$ cat src/hdl/vlan_access_pkg.sv
// Constants for the table access block: register numbers, fields, timing.
// Assumes a 25 MHz switch core clock and word-indexed register numbers.
package vlan_access_pkg;

   // ************************************************************
   // Register numbers (indices on the register port)
   // ************************************************************
   localparam logic [15:0] LOOKUP_AGE_CONFIG_IDX         = 16'h1809;
   localparam logic [15:0] VLAN_TABLE_COMMAND_IDX        = 16'h180b;
   localparam logic [15:0] VLAN_TABLE_WRITE_DATA_IDX     = 16'h180c;
   localparam logic [15:0] VLAN_TABLE_READ_DATA_IDX      = 16'h180e;
   localparam logic [15:0] VLAN_TABLE_COMMAND_STATUS_IDX = 16'h1810;

   // ************************************************************
   // Reset values
   // ************************************************************
   localparam logic        AGE_CONFIG_RESET = 1'b0;
   localparam logic [5:0]  COMMAND_RESET    = 6'h00;
   localparam logic [17:0] WRITE_DATA_RESET = 18'h00000;
   localparam logic [17:0] READ_DATA_RESET  = 18'h00000;
   localparam logic [14:0] PORT_DEF_RESET   = 15'h0000;
   localparam logic [17:0] ENTRY_RESET      = 18'h00000;

   // ************************************************************
   // Field positions and widths
   // ************************************************************
   localparam int AGE_TEST_BIT    = 0;
   localparam int CMD_RNW_BIT     = 5;
   localparam int CMD_PORT_SEL    = 4;
   localparam int CMD_INDEX_MSB   = 3;
   localparam int CMD_WIDTH       = 6;
   localparam int DATA_WIDTH      = 18;
   localparam int PDEF_WIDTH      = 15;
   localparam int VID_MSB         = 11;
   localparam int PRIO_LSB        = 12;
   localparam int PRIO_MSB        = 14;
   localparam int UNTAG_P0_BIT    = 12;
   localparam int MEMBER_P0_BIT   = 13;
   localparam int PENDING_BIT     = 0;
   localparam int VLAN_ENTRIES    = 16;
   localparam int PORT_COUNT      = 3;
   localparam logic [11:0] NULL_VID = 12'h000;

   // ************************************************************
   // Aging timing
   // ************************************************************
   localparam longint unsigned CLK_HZ          = 64'd25_000_000;
   localparam longint unsigned AGE_NORMAL_MIN  = 64'd5;
   localparam longint unsigned AGE_TEST_MS     = 64'd50;
   localparam longint unsigned AGE_NORMAL_CYCLES =
      AGE_NORMAL_MIN * 64'd60 * CLK_HZ;
   localparam longint unsigned AGE_TEST_CYCLES =
      AGE_TEST_MS * CLK_HZ / 64'd1000;

endpackage

$ cat src/hdl/vlan_entry_ram.sv
// Small entry store for the VLAN membership table.
// Assumes one writer/reader (the command engine) on the core clock.
`timescale 1ns/1ps
`default_nettype none

module vlan_entry_ram #(
   parameter int DEPTH = 16,
   parameter int WIDTH = 18,
   parameter int AW    = 4
) (
   // Clock and reset
   input  wire logic                   clk,
   input  wire logic                   rst_n,
   // Access port
   input  wire logic                   wr_en,
   input  wire logic                   rd_en,
   input  wire logic [AW-1:0]          addr,
   input  wire logic [WIDTH-1:0]       wdata,
   output logic      [WIDTH-1:0]       rdata,
   // All entries, for the parallel lookup
   output logic      [DEPTH*WIDTH-1:0] entries
);

   typedef struct packed {
      logic [DEPTH-1:0][WIDTH-1:0] mem;
      logic [WIDTH-1:0]            rd;
   } ram_state_t;

   ram_state_t st_reg;
   ram_state_t st_next;

   // ************************************************************
   // Next state
   // ************************************************************
   always_comb begin
      st_next = st_reg;
      if (wr_en) begin
         st_next.mem[addr] = wdata;
      end
      // Registered read keeps the lookup path free of this mux
      if (rd_en) begin
         st_next.rd = st_reg.mem[addr];
      end
   end

   // Entries clear at reset so no stale VLAN matches
   always_ff @(posedge clk) begin
      if (!rst_n) begin
         st_reg <= '0;
      end else begin
         st_reg <= st_next;
      end
   end

   assign rdata   = st_reg.rd;
   assign entries = st_reg.mem;

endmodule

`default_nettype wire

$ cat src/hdl/vlan_table_access.sv
// Register access port for the VLAN and per-port default VID tables,
// aging tick generator and ingress VLAN classification.
// Assumes register strobes and packet inputs come from MCLK logic.
`timescale 1ns/1ps
`default_nettype none

// How it works
// - Age-test bit shortens the aging tick period from five minutes to 50 ms.
// - Any write to the command register starts the table access at once.
// - Command bit 5 high reads the selected entry, low writes it.
// - Command bit 4 high picks the port default table, low the VLAN table.
// - Read data is valid once the pending flag has dropped.
// - Port entry holds default VID in 11:0 and priority in 14:12.
// - Untagged or null-VID packets take the port default VID and priority.
// - Port default VID and priority are zero after reset.
// - Entry bit 17 makes port 2 a member for ingress and egress.
// - Non-member ingress is dropped unless admit-outsider is set.
// - Entry bit 16 strips the tag of port 2 traffic on hybrid egress.
// - Entry bit 15 is port 1 membership, same as port 2.
// - Bits 14, 13, 12 are port 1 untag, port 0 member, port 0 untag.
// - Entry bits 11:0 hold the VID; zero disables the entry.
// - A finished read places the entry in the read data register.
module vlan_table_access
   import vlan_access_pkg::*;
#(
   parameter longint unsigned AGE_NORMAL_LEN = AGE_NORMAL_CYCLES,
   parameter longint unsigned AGE_TEST_LEN   = AGE_TEST_CYCLES
) (
   // Clock and reset
   input  wire logic        MCLK,
   input  wire logic        RSTN,
   // Register port
   input  wire logic [15:0] REG_ADDR,
   input  wire logic        REG_WR,
   input  wire logic        REG_RD,
   input  wire logic [31:0] REG_WDATA,
   output logic      [31:0] REG_RDATA,
   output logic             REG_RVALID,
   // Status
   output logic             OP_PENDING,
   output logic             AGE_TICK,
   // Packet classification request
   input  wire logic        PKT_VALID,
   input  wire logic [1:0]  PKT_PORT,
   input  wire logic        PKT_TAGGED,
   input  wire logic [11:0] PKT_VID,
   input  wire logic [2:0]  PKT_PRIO,
   input  wire logic [2:0]  ADMIT_OUTSIDER,
   // Classification answer
   output logic             CLS_VALID,
   output logic      [11:0] CLS_VID,
   output logic      [2:0]  CLS_PRIO,
   output logic             CLS_ADMIT,
   output logic             CLS_STRIP,
   output logic      [2:0]  CLS_MEMBERS
);
   import vlan_access_pkg::*;

   localparam int AGE_W = $clog2(AGE_NORMAL_LEN + 64'd1);

   typedef enum logic [1:0] {IDLE, EXEC, FINISH} engine_t;

   typedef struct packed {
      logic                            age_test;
      logic [CMD_WIDTH-1:0]            cmd;
      logic [DATA_WIDTH-1:0]           wdata;
      logic [DATA_WIDTH-1:0]           rdata;
      logic                            pending;
      engine_t                         eng;
      logic [PORT_COUNT-1:0][PDEF_WIDTH-1:0] pdef;
      logic [AGE_W-1:0]                age_cnt;
      logic                            age_tick;
      logic [31:0]                     bus_rdata;
      logic                            bus_rvalid;
      logic                            cls_valid;
      logic [11:0]                     cls_vid;
      logic [2:0]                      cls_prio;
      logic                            cls_admit;
      logic                            cls_strip;
      logic [2:0]                      cls_members;
   } state_t;

   state_t st_reg;
   state_t st_next;

   // ************************************************************
   // Helpers
   // ************************************************************
   function automatic logic reg_hit(input logic [15:0] a,
                                    input logic [15:0] idx);
      reg_hit = (a == idx);
   endfunction

   function automatic logic member_of(input logic [17:0] e,
                                      input logic [1:0]  p);
      member_of = e[MEMBER_P0_BIT + 2 * int'(p)];
   endfunction

   function automatic logic untag_of(input logic [17:0] e,
                                     input logic [1:0]  p);
      untag_of = e[UNTAG_P0_BIT + 2 * int'(p)];
   endfunction

   // ************************************************************
   // Entry store
   // ************************************************************
   logic                               ram_wr;
   logic                               ram_rd;
   logic [DATA_WIDTH-1:0]              ram_rdata;
   logic [VLAN_ENTRIES*DATA_WIDTH-1:0] ram_entries;
   logic                               cmd_wr;
   logic                               port_ok;

   assign cmd_wr  = REG_WR && reg_hit(REG_ADDR, VLAN_TABLE_COMMAND_IDX);
   assign port_ok = st_reg.cmd[CMD_INDEX_MSB:0] < 4'(PORT_COUNT);
   // VLAN table touched only in EXEC, selected by bit 4 clear
   assign ram_wr = (st_reg.eng == EXEC) && !st_reg.cmd[CMD_PORT_SEL]
                   && !st_reg.cmd[CMD_RNW_BIT];
   assign ram_rd = (st_reg.eng == EXEC) && !st_reg.cmd[CMD_PORT_SEL]
                   && st_reg.cmd[CMD_RNW_BIT];

   vlan_entry_ram #(
      .DEPTH (VLAN_ENTRIES),
      .WIDTH (DATA_WIDTH),
      .AW    (4)
   ) u_ram (
      .clk     (MCLK),
      .rst_n   (RSTN),
      .wr_en   (ram_wr),
      .rd_en   (ram_rd),
      .addr    (st_reg.cmd[CMD_INDEX_MSB:0]),
      .wdata   (st_reg.wdata),
      .rdata   (ram_rdata),
      .entries (ram_entries)
   );

   // ************************************************************
   // Lookup of the incoming packet
   // ************************************************************
   logic [11:0] eff_vid;
   logic [2:0]  eff_prio;
   logic        hit;
   logic [17:0] hit_entry;
   logic [14:0] port_def;

   always_comb begin
      port_def = (PKT_PORT < 2'(PORT_COUNT)) ? st_reg.pdef[PKT_PORT]
                                             : PORT_DEF_RESET;
      // Untagged or null tag falls back to the port defaults
      if (!PKT_TAGGED || PKT_VID == NULL_VID) begin
         eff_vid  = port_def[VID_MSB:0];
         eff_prio = port_def[PRIO_MSB:PRIO_LSB];
      end else begin
         eff_vid  = PKT_VID;
         eff_prio = PKT_PRIO;
      end
      hit       = 1'b0;
      hit_entry = ENTRY_RESET;
      // Lowest index wins; a zero VID entry never matches
      for (int i = VLAN_ENTRIES - 1; i >= 0; i--) begin
         if (ram_entries[i*DATA_WIDTH +: 12] == eff_vid
             && eff_vid != NULL_VID) begin
            hit       = 1'b1;
            hit_entry = ram_entries[i*DATA_WIDTH +: DATA_WIDTH];
         end
      end
   end

   // ************************************************************
   // Next state
   // ************************************************************
   logic [AGE_W-1:0] age_limit;

   always_comb begin
      st_next   = st_reg;
      age_limit = st_reg.age_test ? AGE_W'(AGE_TEST_LEN - 64'd1)
                                  : AGE_W'(AGE_NORMAL_LEN - 64'd1);

      // Register writes; reserved bits are simply not stored
      if (REG_WR && reg_hit(REG_ADDR, LOOKUP_AGE_CONFIG_IDX)) begin
         st_next.age_test = REG_WDATA[AGE_TEST_BIT];
      end
      if (REG_WR && reg_hit(REG_ADDR, VLAN_TABLE_WRITE_DATA_IDX)) begin
         st_next.wdata = REG_WDATA[DATA_WIDTH-1:0];
      end

      // Command engine
      case (st_reg.eng)
         IDLE: begin
         end
         EXEC: begin
            if (st_reg.cmd[CMD_PORT_SEL] && !st_reg.cmd[CMD_RNW_BIT]
                && port_ok) begin
               st_next.pdef[st_reg.cmd[1:0]] =
                  st_reg.wdata[PDEF_WIDTH-1:0];
            end
            st_next.eng = FINISH;
         end
         FINISH: begin
            if (st_reg.cmd[CMD_RNW_BIT]) begin
               if (st_reg.cmd[CMD_PORT_SEL]) begin
                  st_next.rdata = port_ok ?
                     {3'h0, st_reg.pdef[st_reg.cmd[1:0]]} : READ_DATA_RESET;
               end else begin
                  st_next.rdata = ram_rdata;
               end
            end
            st_next.pending = 1'b0;
            st_next.eng     = IDLE;
         end
         default: begin
            st_next.eng = IDLE;
         end
      endcase

      // A new command restarts the engine even mid access
      if (cmd_wr) begin
         st_next.cmd     = REG_WDATA[CMD_WIDTH-1:0];
         st_next.pending = 1'b1;
         st_next.eng     = EXEC;
      end

      // Aging tick; >= catches a shortened limit mid count
      st_next.age_tick = 1'b0;
      if (st_reg.age_cnt >= age_limit) begin
         st_next.age_cnt  = '0;
         st_next.age_tick = 1'b1;
      end else begin
         st_next.age_cnt = st_reg.age_cnt + AGE_W'(1);
      end

      // Register reads answer one cycle later
      st_next.bus_rvalid = REG_RD;
      st_next.bus_rdata  = 32'h00000000;
      if (REG_RD) begin
         if (reg_hit(REG_ADDR, LOOKUP_AGE_CONFIG_IDX)) begin
            st_next.bus_rdata = {31'h0, st_reg.age_test};
         end else if (reg_hit(REG_ADDR, VLAN_TABLE_COMMAND_IDX)) begin
            st_next.bus_rdata = {26'h0, st_reg.cmd};
         end else if (reg_hit(REG_ADDR, VLAN_TABLE_WRITE_DATA_IDX)) begin
            st_next.bus_rdata = {14'h0, st_reg.wdata};
         end else if (reg_hit(REG_ADDR, VLAN_TABLE_READ_DATA_IDX)) begin
            st_next.bus_rdata = {14'h0, st_reg.rdata};
         end else if (reg_hit(REG_ADDR,
                              VLAN_TABLE_COMMAND_STATUS_IDX)) begin
            st_next.bus_rdata = {31'h0, st_reg.pending};
         end
      end

      // Classification answer
      st_next.cls_valid   = PKT_VALID;
      st_next.cls_vid     = eff_vid;
      st_next.cls_prio    = eff_prio;
      st_next.cls_members = hit ? {hit_entry[17], hit_entry[15],
                                   hit_entry[13]} : 3'h0;
      st_next.cls_admit   = (hit && member_of(hit_entry, PKT_PORT))
                            || ADMIT_OUTSIDER[PKT_PORT];
      st_next.cls_strip   = hit && untag_of(hit_entry, PKT_PORT);
   end

   // Single state register; reset clears both tables too
   always_ff @(posedge MCLK) begin
      if (!RSTN) begin
         st_reg          <= '0;
         st_reg.eng      <= IDLE;
         st_reg.age_test <= AGE_CONFIG_RESET;
         st_reg.cmd      <= COMMAND_RESET;
      end else begin
         st_reg <= st_next;
      end
   end

   assign REG_RDATA   = st_reg.bus_rdata;
   assign REG_RVALID  = st_reg.bus_rvalid;
   assign OP_PENDING  = st_reg.pending;
   assign AGE_TICK    = st_reg.age_tick;
   assign CLS_VALID   = st_reg.cls_valid;
   assign CLS_VID     = st_reg.cls_vid;
   assign CLS_PRIO    = st_reg.cls_prio;
   assign CLS_ADMIT   = st_reg.cls_admit;
   assign CLS_STRIP   = st_reg.cls_strip;
   assign CLS_MEMBERS = st_reg.cls_members;
endmodule

`default_nettype wire

$ cat config.mk
export PLATFORM = sky130hd
export DESIGN_NAME = vlan_table_access
export DESIGN_NICKNAME = d
export VERILOG_FILES = /design/src/hdl/vlan_access_pkg.sv /design/src/hdl/vlan_entry_ram.sv /design/src/hdl/vlan_table_access.sv
export SDC_FILE = /design/constraint.sdc
export NUM_CORES = 1
export LEC_CHECK = 0
export BUFFER_PORTS_ARGS = -buffer_cell sky130_fd_sc_hd__buf_2
export CAP_MARGIN = 40
export CORE_MARGIN = 1.5
export CORE_UTILIZATION = 35
export CTS_CLUSTER_SIZE = 14
export DETAILED_ROUTE_END_ITERATION = 8
export GPL_TIMING_DRIVEN = 0
export PLACE_DENSITY = 0.46
export SLEW_MARGIN = 15
export SYNTH_ARGS = -nofsm -noshare
export SYNTH_HDL_FRONTEND = slang
export SYNTH_SLANG_ARGS = --single-unit
$ cat constraint.sdc
create_clock -name MCLK -period 5.33 [get_ports MCLK]
set_clock_uncertainty 0.2 [all_clocks]
set_input_delay 0.7995 -clock MCLK [delete_from_list [all_inputs] [get_ports MCLK]]
set_output_delay 0.7995 -clock MCLK [all_outputs]
set_load 0.005 [all_outputs]
# --- Word-level counts from Yosys, hierarchy flattened ---
# Cells that the tools add are included.
word_totals:
  ff_bits: 485
  latch_bits: 0
  ram_bits: 0
  romBits: 0
  inputBits: 74
  out_inout_bits: 56
  word_cells: 192
  mem_count: 0
op_classes:
  n_addsub: 3
  mul: 0
  n_div: 0
  n_lt_le_gt_ge: 10
  n_eq_ne: 24
  shift: 0
  mux: 67
  bitwise_logic: 2
  n_reduce_logical: 46
op_table:
  columns: ["operator", "n"]
  rows:
  - ["$mux W18", 21]
  - ["$bwmux W288", 1]
  - ["$eq A12 B12 Y1", 16]
  - ["$eq A16 B13 Y1 const B", 5]
  - ["$mux W15", 5]
  - ["$bmux W18 S4", 1]
  - ["$demux W18 S4", 1]
  - ["$bmux W15 S2", 2]
  - ["$bwmux W45", 1]
  - ["$add A33 B1 Y33 const B", 1]
  - ["$ge A33 B33 Y1", 1]
  - ["$mux W33", 1]
  - ["$demux W15 S2", 1]
  - ["$logic_and A1 B1 Y1", 28]
  - ["$mux W1", 25]
  - ["$logic_not A12 Y1", 1]
  - ["$lt A5 B6 Y1 const B", 2]
  - ["$mux W12", 1]
  - ["$reduce_bool A12 Y1", 1]
  - ["$add A4 B3 Y5 const A", 2]
  - ["$bmux W1 S5", 2]
  - ["$reduce_and A2 Y1", 4]
  - ["$lt A2 B3 Y1 const B", 2]
  - ["$mux W3", 2]
  - ["20 further kinds", 25]

# --- Logic depth before layout (Yosys ltp) ---
# Gate-level depths: netlist (run 1).
depth:
  word_depth: 27
  depth_mapped: 18

# --- Hierarchy ---
# A second synthesis (run 1) with hierarchy kept.
hier_totals:
  hier_cells: 3049
  hier_area_um2: 25630.8
by_module_without_submodules:
  columns: ["mod", "instances", "cells_each", "area_each_um2", "seq_area_each_um2"]
  rows:
  - ["vlan_entry_ram", 1, 1590, 13835.8, 6125.9]
  - ["vlan_table_access", 1, 1459, 11795.1, 3303.2]

# --- Worst setup path after synthesis (run 1) ---
# OpenSTA, ideal clock, no wires.
synth_path:
  kind: "input -> register"
  from: "in PKT_VID[0]"
  to: "reg st_reg, in the netlist CLS_STRIP"
  setup_ns: 0.101
  t_arrival_ns: 4.083
  t_required_ns: 5.029
  slack_ns: 0.947
  cell_stages: 17
  n_path_buf: 4
  path_cell_list: "buf_4 -> nor4_4 -> a31o_2 -> buf_12 -> buf_12 -> mux2i_4 -> buf_6 -> xor2_1 -> nand4_1 -> nor2_2 -> and4b_1 -> nor3b_1 -> or4_1 -> or4_1 -> a311oi_1 -> nor2_1 -> o41ai_1"
synth_between:
  elab_chain_len: 25
  elab_cells_between_ends: 72
synth_rtl:
  columns: ["item", "line_no", "source"]
  rows:
  - ["start, declared", "vlan_table_access.sv:46", "input wire logic [11:0] PKT_VID,"]
  - ["$logic_not A12 Y1", "vlan_table_access.sv:150", "if (!PKT_TAGGED || PKT_VID == NULL_VID) begin"]
  - ["$logic_or A1 B1 Y1", "vlan_table_access.sv:150", null]
  - ["$mux W12 (*)", "vlan_table_access.sv:150", null]
  - ["$eq A12 B12 Y1 / $reduce_bool A12 Y1 (equally long branches)", "vlan_table_access.sv:161, vlan_table_access.sv:162", null]
  - ["$logic_and A1 B1 Y1", "vlan_table_access.sv:162", "&& eff_vid != NULL_VID) begin"]
  - ["$mux W18 (16 in series)", "vlan_table_access.sv:161", "if (ram_entries[i*DATA_WIDTH +: 12] == eff_vid"]
  - ["$bmux W1 S5", "vlan_table_access.sv:101", "untag_of = e[UNTAG_P0_BIT + 2 * int'(p)];"]
  - ["$mux W1 (implied by the code) (2 in series)", "vlan_table_access.sv:101", null]
  - ["$logic_and A1 B1 Y1 (*)", "vlan_table_access.sv:258", "st_next.cls_strip = hit && untag_of(hit_entry, PKT_PORT);"]
  - ["end signal, assigned", "vlan_table_access.sv:269", "st_reg <= st_next;"]
  - ["end, declared", "vlan_table_access.sv:83", "state_t st_reg;"]
# Mark *: on every way between the ends. The rest lies on a longest branch, timed or not. The select of a mux whose other input is x is not followed.
# A chain may end at the register's enable or synchronous reset.

# --- Worst setup path in the final report (run 1) ---
layout_path:
  from: "in PKT_PORT[1]"
  to: "reg st_reg, in the netlist CLS_STRIP"
layout_between:
  elab_chain_len: 26
  elab_cells_between_ends: 75
layout_rtl:
  columns: ["item", "line_no", "source"]
  rows:
  - ["start, declared", "vlan_table_access.sv:44", "input wire logic [1:0] PKT_PORT,"]
  - ["$bmux W15 S2", "vlan_table_access.sv:147", "port_def = (PKT_PORT < 2'(PORT_COUNT)) ? st_reg.pdef[PKT_PORT]"]
  - ["$mux W15 (implied by the code)", "vlan_table_access.sv:147", null]
  - ["$mux W15", "vlan_table_access.sv:147", null]
  - ["$mux W12", "vlan_table_access.sv:150", null]
  - ["$eq A12 B12 Y1 / $reduce_bool A12 Y1 (equally long branches)", "vlan_table_access.sv:161, vlan_table_access.sv:162", null]
  - ["$logic_and A1 B1 Y1", "vlan_table_access.sv:162", null]
  - ["$mux W18 (16 in series)", "vlan_table_access.sv:161", null]
  - ["$bmux W1 S5", "vlan_table_access.sv:101", null]
  - ["$mux W1 (implied by the code) (2 in series)", "vlan_table_access.sv:101", null]
  - ["$logic_and A1 B1 Y1 (*)", "vlan_table_access.sv:258", null]
# Marks and branches as above.

==> metrics.txt, run 1 <==
P_leak 10.7 nW; crit-path max FO 10; Nets 3,441; synthesized area about 25,000 um2; Tmin final 5.47 ns; Pins Over Slew Limit 0; H-tree depth 2; clock buffer depth 3; die width 273 um; Fin. Hold Viols 0; Sw Ratio 0.249; Vias 25,026; Setup crit end kind flip-flop; clk_lat worst skew 0.63 ns; Synth top area share 0.370; All-Layer GR Usage 0.325; WL/cell 28.5 um; min-delay worst type primary input to flip-flop; DRT Pass-1 Iters 6; max reg flops 288; Max Fclk 183 MHz; largest net degree at the start of global routing 18; DR vias/cell 5.76; PnR worst setup slack -0.141 ns; CP startpoint kind primary input; Initial Utilization 0.355; Net Sw Power 2.08 mW; root buf cell clkbuf_16; relative slew slack 0.364; Filler Cell Count between 7,000 and 8,000; synth top area cells dfxtp_1 37%, nand2_1 12%, mux4_2 8.0%; syn_area_per_cell around 8.2 um2; initial antenna violation count 3; fin util 0.421; Final Power 8.35 mW; final WL 124,000 um; most frequent cells in the layout 835 x nand2_1, 471 x dfxtp_1, 401 x a21oi_1, 196 x clkbuf_1, 193 x xor2_1; Seq/Total Area, Yosys 0.370; Yosys top cell by area dfxtp_1; first-pass GRT wire length 173,000 um; Clock Power Share 0.506; first-iteration detailed-routing DRC count around 2,300; Simple-Gate Fraction of Synth Area 0.230; Distinct cells, synth 92; EDFF count, synth 0; RSZ-0062 raised after global routing yes; Worst VDD drop 0.000247 V; Pint between 6 and 7 mW; layout cells sized above 1 0.154; grt ovf 0; max cap viols 0; routability congestion estimate 1.03; CTS buffer count 56; full die area between 70,000 and 80,000 um2; Post-DRT Antenna Nets 0; largest family of logic cells by synthesized area simple AND/OR/NAND/NOR gates; top_reg_cell synth dfxtp_1; Mapped Cells ~3,100; Seq cells post-synth 471; Die Ht 273 um; TritonCTS clock tree built; most common cell after layout, fill and taps aside nand2_1; logic gate share of total power 0.071; Critical Path RT 5.62 ns; # hold bufs at CTS 0; # setup viols final 1; Arr. time, crit path ~5.8 ns; Post-DP HPWL between 90,000 and 100,000 um; Async SR Flop Fraction 0; vias in the first global route 23,668; status complete, but fails checks; Sequential Power Share 0.423; Cell Rows 98; Setup CP Type primary input to flip-flop; mux contribution to synthesized area 0.111; Worst-path clk slew about 0.06 ns; Layout area overhead 18.4%; failing checks negative setup slack; Pwr Density 277 nW/um2; core area 71,700 um2; compound-gate portion of the synthesized area 0.143; Residual DRC 0; Final period util 1.03; Slew @ Worst Pin 0.954 ns; adder-cell share of the synthesized area 0.00982; I/O pins between 100 and 150; Post-Synth XOR/XNOR Area 0.0770; Yosys warning count 0; clock sinks 471; port bufs 98
==> critical path, stage by stage <==
cell	delay (ns)
buf_2	0.09
buf_4	0.22
buf_6	0.27
mux2i_1	0.13
o2bb2ai_2	0.52
nor4_1	0.14
a31oi_2	0.50
nor2_4	0.16
buf_2	0.31
nor4_1	0.72
nand2_1	0.45
nand4b_1	0.30
o31ai_1	0.16
buf_2	0.22
nor4_1	0.53
nor2_1	0.12
o41ai_1	0.12
==> synth_stat cells (all sizes together), types with 6 or more instances <==
| cell | n |
|---|---|
| nor4 | 33 |
| a21o | 9 |
| a22o | 11 |
| a31oi | 11 |
| mux4 | 90 |
| nand2 | 836 |
| buf | 89 |
| xnor2 | 31 |
| a21oi | 401 |
| and2 | 9 |
| mux2i | 60 |
| nand3b | 8 |
| a22oi | 7 |
| o221ai | 9 |
| clkbuf | 190 |
| nor3 | 33 |
| nand2b | 16 |
| ha | 20 |
| dfxtp | 471 |
| nor2 | 150 |
| o21ai | 42 |
| and3 | 10 |
| o22ai | 15 |
| mux2 | 8 |
| xor2 | 193 |
| a221oi | 25 |
| o211ai | 12 |
| nand4 | 91 |
| a311oi | 13 |
| or2 | 11 |
| o2bb2ai | 12 |
| or4 | 17 |
| a211o | 6 |
| or3 | 7 |
| nor2b | 14 |
| inv | 27 |
| nand3 | 46 |
==> final timing paths <==
check / from / end / slack [ns] / depth (start not counted)
hold / removal: PKT_VALID / CLS_VALID$_SDFF_PN0_ / 0.17 / 2
setup / recovery: PKT_PORT[1] / CLS_STRIP$_SDFF_PN0_ / -0.14 / 17
setup reg to reg: st_reg[123]$_SDFFE_PN0P_ / CLS_STRIP$_SDFF_PN0_ / 0.19 / 14
hold reg to reg: st_reg[151]$_SDFFE_PN0P_ / st_reg[151]$_SDFFE_PN0P_ / 0.25 / 2
==> routing by layer <==
layer / wire length [um] / GRT usage / vias up
met5: 32 / 0 / -
met4: 7080 / 0.170 / 4
met3: 9060 / 0.0483 / 279
met2: 56800 / 0.531 / 1163
met1: 50800 / 0.416 / 12346
li1: - / - / 11234
==> cell families after synthesis <==
kind of cell / count (synthesis)
other cells: 1
flops: 471
fa+ha+maj: 20
xor+xnor: 224
compound gates: 610
buf+inv: 307
mux: 158
simple gates: 1304
==> final cells by class <==
| type | instances | area (um2) | area share |
|---|---|---|---|
| multi-input combinational | 2330 | 14700 | 0.487 |
| tap | 950 | 1190 | 0.0394 |
| timing repair buffer | 181 | 1350 | 0.0446 |
| antenna | 1 | 2.50 | 0.0000829 |
| buffer | 279 | 1380 | 0.0457 |
| inverter | 28 | 105 | 0.00348 |
| clock buffer | 73 | 1580 | 0.0522 |
| sequential | 471 | 9430 | 0.312 |
| clock inverter | 29 | 448 | 0.0148 |
==> power by group through the flow <==
stage / Clock (mW) / Sequential (mW) / Combinational [mW]
final: 4.23 / 3.53 / 0.593
after detailed placement: 0 / 3.61 / 0.573
after global placement: 0 / 3.61 / 0.560
after global routing: 4.43 / 3.53 / 0.615
after CTS: 4.29 / 3.53 / 0.578
after floorplan: 0 / 3.61 / 0.322
==> what timing repair did <==
action	in CTS	in global routing
resized for setup	4	3
setup buffers	1	4
setup endpoints to repair	3	4
pin swaps	0	2
==> through the flow <==
step	area [um2]	setup slack, ns	hold slack [ns]	TNS (ns)	cells
global placement	27200	-1.35	0.246	-5.47	4156
finish	30200	-0.141	0.166	-0.141	4342
global route	30200	-0.00562	0.161	-0.00562	4341
detailed placement	28000	-0.941	0.246	-3.38	4231
floorplan	25500	0.947	0.232	0	3108
CTS	30100	0.0343	0.140	0	4334
No activity file was read; power rests on OpenSTA's default activity.
==> run 2, diff against run 1 <==
- SETUP_SLACK_MARGIN: unset -> 0.1
==> metrics.txt, run 2 (synthesized netlist as in run 1, its figures left out) <==
status finished, final reports clean; full die area 74,400 um2 (unchanged); Fin. Hold Viols 0 (unchanged); Final period util 0.993 (-0.0330); Pwr Density 277 nW/um2 (about the same); dpl ws -0.941 ns (unchanged); Max Fclk 189 MHz (+3.3%); clock buffer depth 3 (unchanged); routed wl met3 8870 um (-2.1%); CP Cell Sequence buf_2 -> nor4_4 -> a31o_2 -> buf_12 -> mux2i_4 -> buf_4 -> xor2_1 -> nand4_1 -> nor4_4 -> nor2_1 -> nand4b_1 -> o31ai_1 -> buf_2 -> nor4_1 -> nor2_1 -> o41ai_1; Setup CP Type primary input to flip-flop; layout cells sized above 1 0.155 (+0.000885); fin util 0.421 (about the same); initial antenna violation count 3 (unchanged); Post-DP HPWL 98,200 um (unchanged); relative slew slack 0.332 (-0.0318); Filler Cell Count 7,287 (+0.041%); design area 30,200 um2 (about the same); port bufs 98 (unchanged); P_leak 10.7 nW (about the same); WL/cell 28.5 um (about the same); Die Ht 273 um (unchanged); min-delay worst type primary input to flip-flop; RSZ-0062 raised after global routing yes; die width 273 um (unchanged); clock sinks 471 (unchanged); Setup crit end kind flip-flop; grt ovf 0 (unchanged); vias in the first global route 23,664 (-0.017%); met2 wire len 56,700 um (about the same); max cap viols 0 (unchanged); Worst VDD drop 0.000246 V (-0.37%); Placed Area 28,000 um2 (unchanged); Layout area overhead 18.5% (about the same); Critical Path Max Stage Delay 0.67 ns (-0.05 ns); core area 71,700 um2 (unchanged); Initial Utilization 0.355 (unchanged); # setup viols final 0 (-1); ant diodes 0 (-1); multi-input logic area 14,700 um2 (about the same); first-iteration detailed-routing DRC count 2,402 (+6.7%); max reg flops 288 (unchanged); CP startpoint kind primary input; largest net degree at the start of global routing 18 (unchanged); most frequent cells in the layout 835 x nand2_1, 471 x dfxtp_1, 401 x a21oi_1, 195 x clkbuf_1, 193 x xor2_1; PnR worst setup slack 0.0354 ns (+0.176 ns); TritonCTS clock tree built; Nets 3,441 (unchanged); Slew @ Worst Pin 1.00 ns (+0.0477 ns); CP delay by family, top simple AND/OR/NAND/NOR gates; Post-DRT Antenna Nets 0 (unchanged); Arr. time, crit path 5.58 ns (-0.18 ns); Residual DRC 0 (unchanged); clk_lat worst skew 0.63 ns (about the same); DRT Pass-1 Iters 5 (-1); H-tree depth 2 (unchanged); final WL 124,000 um (about the same); most common cell after layout, fill and taps aside nand2_1; root buf cell clkbuf_16; Tmin final 5.29 ns (-0.176 ns); Worst-path clk slew 0.06 ns (about the same); CP max-delay cell nor4_4; TNS Setup 0 ns (+0.141 ns); Met1 Wirelength 51,100 um (+0.63%); Vias 24,969 (-0.23%); DR vias/cell 5.75 (-0.20%); crit-path max FO 10 (unchanged); first-pass GRT wire length 173,000 um (about the same); area occupied by registers 9430 um2 (unchanged); routability congestion estimate 1.03 (unchanged); CTS buffer count 56 (unchanged); Pins Over Slew Limit 0 (unchanged); I/O pins 130 (unchanged); All-Layer GR Usage 0.325 (about the same); highest metal used met5; worst path buffer plus inverter count 4 (-1); Cell Rows 98 (unchanged); Critical Path RT 5.62 ns (about the same)
## run 2: cell count changes in the layout (fill, tap and decap cells not counted)
cell	before	now
nor4_2	7	8
clkbuf_4	0	2
clkbuf_1	196	195
clkbuf_2	1	2
diode_2	1	0
buf_2	120	118
o21ai_2	0	1
o21ai_1	3	2
nor4_1	18	17
## run 2: final cells by class
class | instances | share of cell area
buffer | 279 | 0.0458
clock buffer | 73 | 0.0522
clock inverter | 29 | 0.0148
inverter | 28 | 0.00348
multi-input combinational | 2330 | 0.487
sequential | 471 | 0.312
tap | 950 | 0.0394
timing repair buffer | 181 | 0.0446
## run 2: what timing repair did
action / CTS / global route
resized for setup: 6 / 7
hold buffers: 0 / 0
setup buffers: 1 / 4
pin swaps: 0 / 2
setup endpoints to repair: 3 / 4
## run 2: final timing paths
path                            startpoint                        to  slack [ns]  cells after the start
setup / recovery                PKT_VID[9]      CLS_STRIP$_SDFF_PN0_        0.04                     16
hold / removal                   PKT_VALID      CLS_VALID$_SDFF_PN0_        0.17                      2
setup reg to reg  st_reg[123]$_SDFFE_PN0P_      CLS_STRIP$_SDFF_PN0_        0.37                     14
hold reg to reg   st_reg[151]$_SDFFE_PN0P_  st_reg[151]$_SDFFE_PN0P_        0.25                      2
## run 2: power breakdown
group	internal [mW]	switching, mW
Sequential	3.53	0.00405
Clock	2.57	1.66
Combinational	0.178	0.418
## run 2: metrics by stage
step           hold slack (ns)  power [mW]  cells
6_report                 0.167        8.36   4341
3_3_place_gp             0.246        4.17   4156
2_1_floorplan            0.232        3.93   3108
3_5_place_dp             0.246        4.18   4231
5_1_grt                  0.161        8.58   4341
4_1_cts                  0.140        8.40   4334
## run 2: routing by layer
metal / global-route usage / up-vias
met4: 0.165 / 4
li1: - / 11237
met2: 0.532 / 1159
met1: 0.417 / 12299
met5: 0 / -
met3: 0.0482 / 270
